File: src/verilog/cslp_pkg.sv
package cslp_pkg;

  // Bus levels on the receive line
  localparam logic LEVEL_DOMINANT  = 1'b0;
  localparam logic LEVEL_RECESSIVE = 1'b1;

  // Recessive bits needed before leaving sleep
  localparam int  WAKE_RUN_BITS = 11;
  localparam int  RUN_CNT_W     = 4;

  localparam logic [RUN_CNT_W-1:0] RUN_CNT_RESET = 4'h0;
  localparam logic [RUN_CNT_W-1:0] RUN_CNT_LAST  = 4'(WAKE_RUN_BITS - 1);

  // Reset values of the outputs and of the rearm register
  localparam logic SLEEP_FLAG_RESET = 1'b0;
  localparam logic AUTO_WAKE_RESET  = 1'b0;
  localparam logic REARM_RESET      = 1'b1;

  typedef enum logic [1:0] {
    CSLP_AWAKE    = 2'b00,
    CSLP_ENTERING = 2'b01,
    CSLP_ASLEEP   = 2'b10,
    CSLP_WAKING   = 2'b11
  } cslp_state_t;

  // Controls coming from the controller control register
  typedef struct packed {
    logic sleep_request;
    logic auto_wakeup_enable;
  } cslp_ctrl_t;

  // Bus-side view from the bit timing and protocol logic
  typedef struct packed {
    logic can_rx;
    logic sample_point;
    logic frame_busy;
  } cslp_bus_t;

endpackage : cslp_pkg

File: src/verilog/cslp_sleep_ctrl.sv
`timescale 1ns/1ps

module cslp_sleep_ctrl (
  // Clock and reset
  input  wire logic              clk_sys,
  input  wire logic              reset_n,
  // Control bits
  input  wire cslp_pkg::cslp_ctrl_t ctrl,
  // Bus view
  input  wire cslp_pkg::cslp_bus_t  bus,
  // Status
  output logic                   sleep_state_flag,
  output logic                   auto_wake_pulse
);

  cslp_pkg::cslp_state_t         state;
  cslp_pkg::cslp_state_t         next_state;
  logic [cslp_pkg::RUN_CNT_W-1:0] run_cnt;
  logic [cslp_pkg::RUN_CNT_W-1:0] next_run_cnt;
  logic                          rearm;
  logic                          next_rearm;

  wire logic rx_dominant   = (bus.can_rx == cslp_pkg::LEVEL_DOMINANT);
  wire logic rx_recessive  = (bus.can_rx == cslp_pkg::LEVEL_RECESSIVE);
  wire logic enter_ok      = ctrl.sleep_request && rearm;
  wire logic bus_activity  = ctrl.auto_wakeup_enable && rx_dominant;
  wire logic run_done      = bus.sample_point && rx_recessive
                             && (run_cnt == cslp_pkg::RUN_CNT_LAST);
  wire logic auto_wake_now = (state == cslp_pkg::CSLP_ASLEEP) && ctrl.sleep_request
                             && bus_activity;
  wire logic next_flag     = (next_state == cslp_pkg::CSLP_ASLEEP)
                             || (next_state == cslp_pkg::CSLP_WAKING);

  always_comb begin
    next_state = state;
    unique case (state)
      cslp_pkg::CSLP_AWAKE: begin
        if (enter_ok && !bus.frame_busy) begin
          next_state = cslp_pkg::CSLP_ASLEEP;
        end else if (enter_ok) begin
          next_state = cslp_pkg::CSLP_ENTERING;
        end
      end
      cslp_pkg::CSLP_ENTERING: begin
        if (!ctrl.sleep_request) begin
          next_state = cslp_pkg::CSLP_AWAKE;
        end else if (!bus.frame_busy) begin
          next_state = cslp_pkg::CSLP_ASLEEP;
        end
      end
      cslp_pkg::CSLP_ASLEEP: begin
        if (!ctrl.sleep_request || bus_activity) begin
          next_state = cslp_pkg::CSLP_WAKING;
        end
      end
      cslp_pkg::CSLP_WAKING: begin
        if (run_done) begin
          next_state = cslp_pkg::CSLP_AWAKE;
        end
      end
    endcase
  end

  // Recessive run counter; any dominant sample restarts it
  always_comb begin
    next_run_cnt = run_cnt;
    if (state == cslp_pkg::CSLP_ASLEEP) begin
      next_run_cnt = cslp_pkg::RUN_CNT_RESET;
    end else if (state == cslp_pkg::CSLP_WAKING && bus.sample_point) begin
      if (rx_dominant || run_done) begin
        next_run_cnt = cslp_pkg::RUN_CNT_RESET;
      end else begin
        next_run_cnt = run_cnt + 4'h1;
      end
    end
  end

  // After an automatic wake the request must drop before sleep is entered again
  always_comb begin
    next_rearm = rearm;
    if (!ctrl.sleep_request) begin
      next_rearm = 1'b1;
    end else if (auto_wake_now) begin
      next_rearm = 1'b0;
    end
  end

  always_ff @(posedge clk_sys or negedge reset_n) begin
    if (!reset_n) begin
      state <= cslp_pkg::CSLP_AWAKE;
    end else begin
      state <= next_state;
    end
  end

  always_ff @(posedge clk_sys or negedge reset_n) begin
    if (!reset_n) begin
      run_cnt <= cslp_pkg::RUN_CNT_RESET;
      rearm   <= cslp_pkg::REARM_RESET;
    end else begin
      run_cnt <= next_run_cnt;
      rearm   <= next_rearm;
    end
  end

  // Flag tracks the sleep states only; no software path clears it
  always_ff @(posedge clk_sys or negedge reset_n) begin
    if (!reset_n) begin
      sleep_state_flag <= cslp_pkg::SLEEP_FLAG_RESET;
      auto_wake_pulse  <= cslp_pkg::AUTO_WAKE_RESET;
    end else begin
      sleep_state_flag <= next_flag;
      auto_wake_pulse  <= auto_wake_now;
    end
  end
endmodule : cslp_sleep_ctrl

File: config.mk
export PLATFORM = sky130hd
export DESIGN_NAME = cslp_sleep_ctrl
export DESIGN_NICKNAME = d
export VERILOG_FILES = /design/src/verilog/cslp_pkg.sv /design/src/verilog/cslp_sleep_ctrl.sv
export SDC_FILE = /design/constraint.sdc
export NUM_CORES = 1
export LEC_CHECK = 0
export BUFFER_PORTS_ARGS = -buffer_cell sky130_fd_sc_hd__buf_2
export CORE_AREA = 2 2 39 41
export CTS_CLUSTER_SIZE = 20
export DETAILED_ROUTE_END_ITERATION = 7
export DIE_AREA = 0 0 41 43
export SYNTH_ARGS = -nofsm -noshare
export SYNTH_HDL_FRONTEND = slang
export SYNTH_SLANG_ARGS = --single-unit
File: constraint.sdc
create_clock -name clk_sys -period 1.3 [get_ports clk_sys]
set_clock_uncertainty 0.05 [all_clocks]
set_input_delay 0.26 -clock clk_sys [delete_from_list [all_inputs] [get_ports clk_sys]]
set_output_delay 0.26 -clock clk_sys [all_outputs]
set_load 0.01 [all_outputs]
# After elaboration in Yosys (flattened, before gate mapping)
# Cells that the tools add are included.
[op_classes]
add_sub_neg = 1
muxes = 12
n_reduce_logical = 15
bitwise_logic = 1
eq_ne = 7
[op_table]
columns = ["op", "n"]
rows = [
  ["$mux W2", 6],
  ["$mux W4", 3],
  ["$eq A2 B2 Y1 const B", 4],
  ["$logic_and A1 B1 Y1", 8],
  ["$pmux W2 S4", 1],
  ["$add A4 B1 Y4 const B", 1],
  ["$eq A4 B4 Y1 const B", 1],
  ["$logic_or A1 B1 Y1", 3],
  ["$eq A2 B1 Y1 const B", 1],
  ["$logic_not A1 Y1", 2],
  ["$logic_not A2 Y1", 1],
  ["$mux W1", 2],
  ["$ne A2 B1 Y1 const B", 1],
  ["$reduce_bool A2 Y1", 1],
  ["$not A1 Y1", 1],
]
[totals]
output_inout_bits = 2
ff_bits = 9
in_bits = 7
wordCells = 41

# Logic depth before layout (Yosys ltp)
# Gate-level depths: netlist of run 1.
[logic_depth]
depth_word = 7
depth_mapped = 5
mapped_depth_nobuf = 5

# Least setup slack after synthesis of run 1
# Ideal clock, no wire load.
[synth_timing]
path_type = "register to register"
start = "register run_cnt[0] in the netlist's numbering"
end = "register state[0]"
arrival_time_ps = 1251
path_stages_with_launch = 6
slack_ps = -121
path_buffers = 0
required_ps = 1130
period_less_slack_ps = 1421
setup_ps = 120
cell_sequence = "dfrtp_1 inv_1 ha_1 and3b_1 nand4_1 a31o_2"
[synth_via]
elab_chain_cells = 4
[synth_rtl]
columns = ["item", "line", "text"]
rows = [
  ["from (decl)", "cslp_sleep_ctrl.sv:18", "logic [cslp_pkg::RUN_CNT_W-1:0] run_cnt;"],
  ["from (signal assigned)", "cslp_sleep_ctrl.sv:98", "run_cnt <= cslp_pkg::RUN_CNT_RESET;"],
  ["from (signal assigned)", "cslp_sleep_ctrl.sv:101", "run_cnt <= next_run_cnt;"],
  ["$eq A4 B4 Y1", "cslp_sleep_ctrl.sv:28", "&& (run_cnt == cslp_pkg::RUN_CNT_LAST);"],
  ["$logic_and A1 B1 Y1", "cslp_sleep_ctrl.sv:28", ""],
  ["$mux W2", "cslp_sleep_ctrl.sv:57", "if (run_done) begin"],
  ["$pmux W2 S4", "cslp_sleep_ctrl.sv:36", "unique case (state)"],
  ["named net next_state[0]", "cslp_sleep_ctrl.sv:17", "cslp_pkg::cslp_state_t next_state;"],
  ["to (signal assigned)", "cslp_sleep_ctrl.sv:90", "state <= cslp_pkg::CSLP_AWAKE;"],
  ["to (signal assigned)", "cslp_sleep_ctrl.sv:92", "state <= next_state;"],
  ["to (decl)", "cslp_sleep_ctrl.sv:16", "cslp_pkg::cslp_state_t state;"],
]
# The timed path passes the listed nets, and every way through them passes these cells.
# A chain may end at the register's enable or synchronous reset.

# Final worst setup path of run 1
# Ends and elaborated chain as after synthesis.

==> results.toml, run 1 <==
[global_routing]
antenna_found_initial = 0
grt_max_degree = 10
track_usage_pct = 13.16
grt_overflow = 0
grt_pass1_vias = 398
grt_pass1_wl_um = 1566

[cts]
clk_pin_slew_worst_paths_ns = 0.06
tritoncts = "yes"
clockBufferDepth = 2
cts_num_sinks = 9
clock_latency_ns = 0.25
cts-htree-levels = 1
numCtsBuffers = 3
root_buffer = "clkbuf_4"

[sta]
setup_viol_count_final = 3
drv_slew = 0
post-route-period-util_pct = 102.1
fin_ws_ns = -0.02766
rsz0062_at_grt = "yes"
maxSlewHeadroom_pct = 76.58
fmax_ghz = 0.7532
hold_violations = 0
fin_crit_ns = 1.328
tightest_slew_ns = 0.3490

[setup_path]
start_kind = "flip-flop"
crit_type = "reg2reg"
cp_slowest_cell = "dfrtp_1"
end_kind = "flip-flop"
crit_end = "state[0]"
crit_chain = "inv_2 -> ha_4 -> and3b_2 -> nand4_1 -> a31o_2"
cp_data_arrival_time_ns = 1.42
critPathMaxStageDelay_ns = 0.39
ff2ff_path_depth = 5
reg2reg_to = "state[0]"
r2r_slack_ns = -0.03
r2r_start = "run_cnt[0]"
critical_path_peak_fanout = 3
startpoint = "run_cnt[0]"
cp.required_ns = 1.39

[synth]
synth_area_per_cell_um2 = 11.58
synth_top_area_share_pct = 40.20
ys.warnings.count = 0
synth.ff_latch_count = 9
synth_top_area_cell = "dfrtp_1"
synth_fp_nets = 52
synth_area_leaders = "dfrtp_1 (40%), a2111oi_4 (5.5%), dfstp_2 (5.3%), ha_1 (5.0%), nand4_4 (4.3%)"
synth_cell_types = 23
syn_inst = 43
ys_seq_area_share_pct = 45.48
netlist_area_um2 = 498.0

[routing]
via_per_inst = 5.152
drc = 0
ant_nets = 0
drt_iter0_markers = 6
num_vias = 407
dr.pass1.iters = 2
finalWirelength_um = 954
wl_per_cell_um = 12.08

[power]
irDropWorstVdd_v = 0.0008072
powerDensity_nw_per_um2 = 1198
leakage_uw = 0.0003195

[placed_design]
port_buffers = 8
dp_slack_ns = -0.08713
dp_hpwl_um = 747.5
place_area_um2 = 598.1
gp_congestion = 0.6274

[finish]
drive_gt1_share_pct = 50.79
finalNetCount = 73
synthToLayoutAreaGrowth_pct = 35.43
diodes = 0
finish.utilization_pct = 48.73
final_cell_area_um2 = 674.4

[floorplan]
initial_utilization_pct = 35.99
fp-row-count = 14
dieArea_um2 = 1763
die_h_um = 43
ios = 9
coreArea_um2 = 1384
die_w_um = 41

[min_path]
hold_depth = 2
hp-class = "in2reg"

[outcome]
violations = "negative setup slack"
status = "complete, but fails checks"

[flow_run]
drv_cap = 0
-- synth_stat cells, drive strengths merged --
cell type,instances
a211o,2
nand3b,1
ha,2
nand3,1
a311oi,1
and3b,1
nor3b,2
dfrtp,8
a21o,4
a21bo,1
a2111oi,1
nor3,3
nand4,2
a31o,1
dfstp,1
and2,1
nor4b,1
a211oi,1
nand2b,1
o21ai,3
inv,5
-- layout make-up --
| type | instances | area (um^2) |
|---|---|---|
| Inverter | 5 | 18.77 |
| Sequential cell | 9 | 226.5 |
| Tap cell | 16 | 20.02 |
| Fill cell | 135 | 709.4 |
| Clock buffer | 4 | 26.28 |
| Timing Repair Buffer | 16 | 102.6 |
| Multi-Input combinational cell | 29 | 280.3 |
-- metal layers --
| metal | track usage, % | share of wire [%] | up-vias |
|---|---|---|---|
| li1 | - | - | 204 |
| met1 | 17.97 | 44 | 196 |
| met2 | 20.00 | 54 | 7 |
| met3 | 1.571 | 2.4 | 0 |
| met4 | 6.000 | 0 | 0 |
| met5 | 0 | 0 | - |
-- repair_timing --
item | CTS | global route
setup buffers | 1 | 1
gates cloned | 0 | 0
hold buffers | 1 | 0
resized for setup | 2 | 6
pin swaps | 3 | 5
hold endpoints to repair | 8 | 0
setup endpoints to repair | 3 | 7
-- critical path: cells and delay by family (launching register included) --
kind                       cells  cell delay (ns)
adders and majority gates      1             0.11
and+or+nand+nor                2             0.33
AOI/OAI and AO/OA              1             0.26
buffers and inverters          1             0.07
DFF                            1             0.39
-- power breakdown --
| part | internal (uW) | switching [uW] |
|---|---|---|
| Clock | 118 | 89.5 |
| Sequential | 322 | 39.6 |
| Combinational | 123 | 116 |
-- per-stage QoR --
stage	hold slack [ns]	cells	setup TNS, ns	total power, uW
5_1_grt	0.1659	79	-0.2764	864.1
6_report	0.1555	79	-0.03686	807.8
2_1_floorplan	-0.08559	43	-0.2140	477.0
3_5_place_dp	0.07473	72	-0.2158	574.7
3_3_place_gp	0.06958	72	-0.02412	571.1
4_1_cts	0.1435	78	-0.1094	799.0
-- registers in the layout, summed over array words and instances (netlist names) --
name,count
sleep_state_flag,1
auto_wake_pulse,1
run_cnt,4
rearm,1
state,2
-- worst min path at each step --
stage	slack, ns	to	startpoint
global route	0.17	rearm	ctrl[1]
floorplan	-0.09	auto_wake_pulse	reset_n
detailed placement	0.07	state[1]	reset_n
global placement	0.07	state[1]	reset_n
CTS	0.14	rearm	ctrl[1]
finish	0.16	rearm	ctrl[1]
-- cell families after synthesis --
group	synth area share [%]
AO/OA/AOI/OAI	25.63
AND/OR/NAND/NOR	20.10
flip-flops	45.48
buffers and inverters	3.769
adder cells (fa/ha/maj)	5.024
-- placed cells by master (no fill, tap or decap) --
master	n
a2111oi_4	1
a211o_1	2
a211oi_1	1
a21bo_2	1
a21o_1	2
a21o_2	2
a311oi_1	1
a31o_2	1
and2_1	1
and3b_2	1
buf_2	8
buf_4	7
clkbuf_1	1
clkbuf_4	3
dfrtp_1	8
dfstp_2	1
dlygate4sd3_1	1
ha_2	1
ha_4	1
inv_1	3
inv_2	2
nand2b_1	1
nand3_1	1
nand3b_1	1
nand4_1	1
nand4_4	1
nor3_1	2
nor3_2	1
nor3b_1	2
nor4b_2	1
o21ai_0	2
o21ai_1	1
(Power assumes the default switching activity.)
==> run 2: changes to the inputs <==
--- a/config.mk
+++ b/config.mk
@@ -5,11 +5,11 @@
 export SDC_FILE = /design/constraint.sdc
 export NUM_CORES = 1
 export LEC_CHECK = 0
-export BUFFER_PORTS_ARGS = -buffer_cell sky130_fd_sc_hd__buf_2
-export CORE_AREA = 2 2 39 41
+export BUFFER_PORTS_ARGS = -buffer_cell sky130_fd_sc_hd__buf_4
+export CORE_AREA = 8 8 45 47
 export CTS_CLUSTER_SIZE = 20
 export DETAILED_ROUTE_END_ITERATION = 7
-export DIE_AREA = 0 0 41 43
+export DIE_AREA = 0 0 53 55
 export SYNTH_ARGS = -nofsm -noshare
 export SYNTH_HDL_FRONTEND = slang
 export SYNTH_SLANG_ARGS = --single-unit
==> results.toml, run 2 (synthesized netlist as in run 1, its figures left out) <==
[outcome]
status = "complete, but fails checks"
violations = "negative setup slack"

[sta]
rsz0062_at_grt = "yes"
tightest_slew_ns = 0.4478
setup_viol_count_final = 3
post-route-period-util_pct = 101.5
fin_crit_ns = 1.320
fmax_ghz = 0.7576
fin_ws_ns = -0.01992
hold_violations = 0
maxSlewHeadroom_pct = 69.83
drv_slew = 0

[routing]
dr.pass1.iters = 2
drt_iter0_markers = 1
num_vias = 402
finalWirelength_um = 910
via_per_inst = 5.221
wl_per_cell_um = 11.82
drc = 0
ant_nets = 0

[global_routing]
grt_pass1_vias = 400
track_usage_pct = 7.697
grt_pass1_wl_um = 1600
grt_max_degree = 10
grt_overflow = 0
antenna_found_initial = 0

[cts]
clk_pin_slew_worst_paths_ns = 0.06
numCtsBuffers = 3
tritoncts = "yes"
post-cts-setup-buffer-count = 0
cts-htree-levels = 1
root_buffer = "clkbuf_4"
cts_num_sinks = 9
clock_latency_ns = 0.26
clockBufferDepth = 2

[finish]
multiInputGateArea_um2 = 259.0
layout_common_cells = "buf_4 (13), dfrtp_1 (8), inv_1 (4)"
fillCellCount = 128
diodes = 0
seq_area_um2 = 226.5
drive_gt1_share_pct = 44.26
final_cell_count_no_fill = 77
finalNetCount = 71
reg_top3 = "run_cnt x4, state x2"
max_flop_register = "run_cnt"
synthToLayoutAreaGrowth_pct = 32.16
layout_commonest_cell = "buf_4"
largest_reg_flops = 4

[placed_design]
port_buffers = 8
gp_congestion = 0.7601
dp_slack_ns = -0.04666
dp.cells = 72
dp_hpwl_um = 760.5

[floorplan]
coreArea_um2 = 1384
ios = 9
die_w_um = 53
initial_utilization_pct = 35.99
dieArea_um2 = 2915
fp-row-count = 14
die_h_um = 55

[setup_path]
critPathMaxStageDelay_ns = 0.37
end_kind = "flip-flop"
cp_data_arrival_time_ns = 1.42
crit_type = "reg2reg"
startpoint = "run_cnt[0]"
critical_path_peak_fanout = 3
crit_chain = "inv_1 -> ha_2 -> and3b_2 -> nand4_1 -> a21o_2"
cp_slowest_cell = "dfrtp_1"
r2r_start = "run_cnt[0]"
cp.required_ns = 1.40
start_kind = "flip-flop"

[power]
pwr-share-seq_pct = 44.9
internal_power_uw = 557.0
combPwrFrac_pct = 28.3
powerDensity_nw_per_um2 = 1195
p_sw_share_pct = 29.14
p_switching_uw = 229.1
leakage_uw = 0.0003099
irDropWorstVdd_v = 0.0006469
pwr-share-clk_pct = 26.7
totalPowerFinal_uw = 786.2

[flow_run]
drv_cap = 0

[min_path]
hp-start = "ctrl[1]"
hp-class = "in2reg"
-- run 2: cell count changes in the layout (fill, tap and decap cells not counted) --
cell,previous run,this run
buf_4,7,13
nor3_1,2,3
inv_1,3,4
nor4b_1,0,1
o21ai_1,1,0
nor3_2,1,0
nor4b_2,1,0
ha_2,1,2
o21ai_0,2,3
inv_2,2,1
buf_2,8,0
ha_4,1,0
-- run 2: path summary, 6_finish.rpt --
path / depth (start not counted) / end / slack, ns
worst max register to register: 5 / state[1] / -0.02
worst min register to register: 2 / rearm / 0.44
min in group asynchronous: 2 / state[1] / 0.31
worst min-delay path: 2 / rearm / 0.14
max in group asynchronous: 2 / rearm / 0.67
worst max-delay path: 5 / state[1] / -0.02
-- run 2: critical path, delay by kind of cell (launching register included) --
| family | cells | cell delay, ns |
|---|---|---|
| AO/OA/AOI/OAI | 1 | 0.24 |
| adder cells (fa/ha/maj) | 1 | 0.16 |
| buffers and inverters | 1 | 0.06 |
| flip-flops | 1 | 0.37 |
| AND/OR/NAND/NOR | 2 | 0.33 |
-- run 2: power groups by stage --
stage,clock network [uW],registers [uW],logic (uW)
after detailed placement,0,360,224
after floorplan,0,376,101
after CTS,218,354,228
after global placement,0,359,225
after global routing,234,358,252
final,210,353,223
-- run 2: metal layers --
metal	global-route usage [%]	wire length, um
met5	0	0
met4	9.052	38
met3	1.872	31
met2	11.91	418
met1	7.883	421
-- run 2: layout make-up --
cell class	instances	area share, %
multi-input combinational	29	39.35
sequential	9	34.41
timing repair buffer	14	16.35
clock buffer	4	3.992
tap	16	3.042
inverter	5	2.852
-- run 2: metrics by stage --
| step | hold WS (ns) | setup TNS, ns | area, um^2 | util [%] |
|---|---|---|---|---|
| after CTS | 0.1363 | -0.06999 | 654.4 | 47.29 |
| after global routing | 0.1609 | -0.2572 | 658.1 | 47.56 |
| final | 0.1382 | -0.05406 | 658.1 | 47.56 |
| after floorplan | -0.08559 | -0.2140 | 500.5 | - |
| after detailed placement | 0.04167 | -0.09237 | 618.1 | 44.67 |
| after global placement | 0.04269 | -0.03382 | 618.1 | 44.67 |
-- run 2: timing repair --
action                                  in CTS  in global routing
hold buffers                                 1                  0
gates resized for setup                      0                  3
endpoints found under the hold margin        9                  0
pin swaps                                    3                  2
endpoints found under the setup margin       3                  4
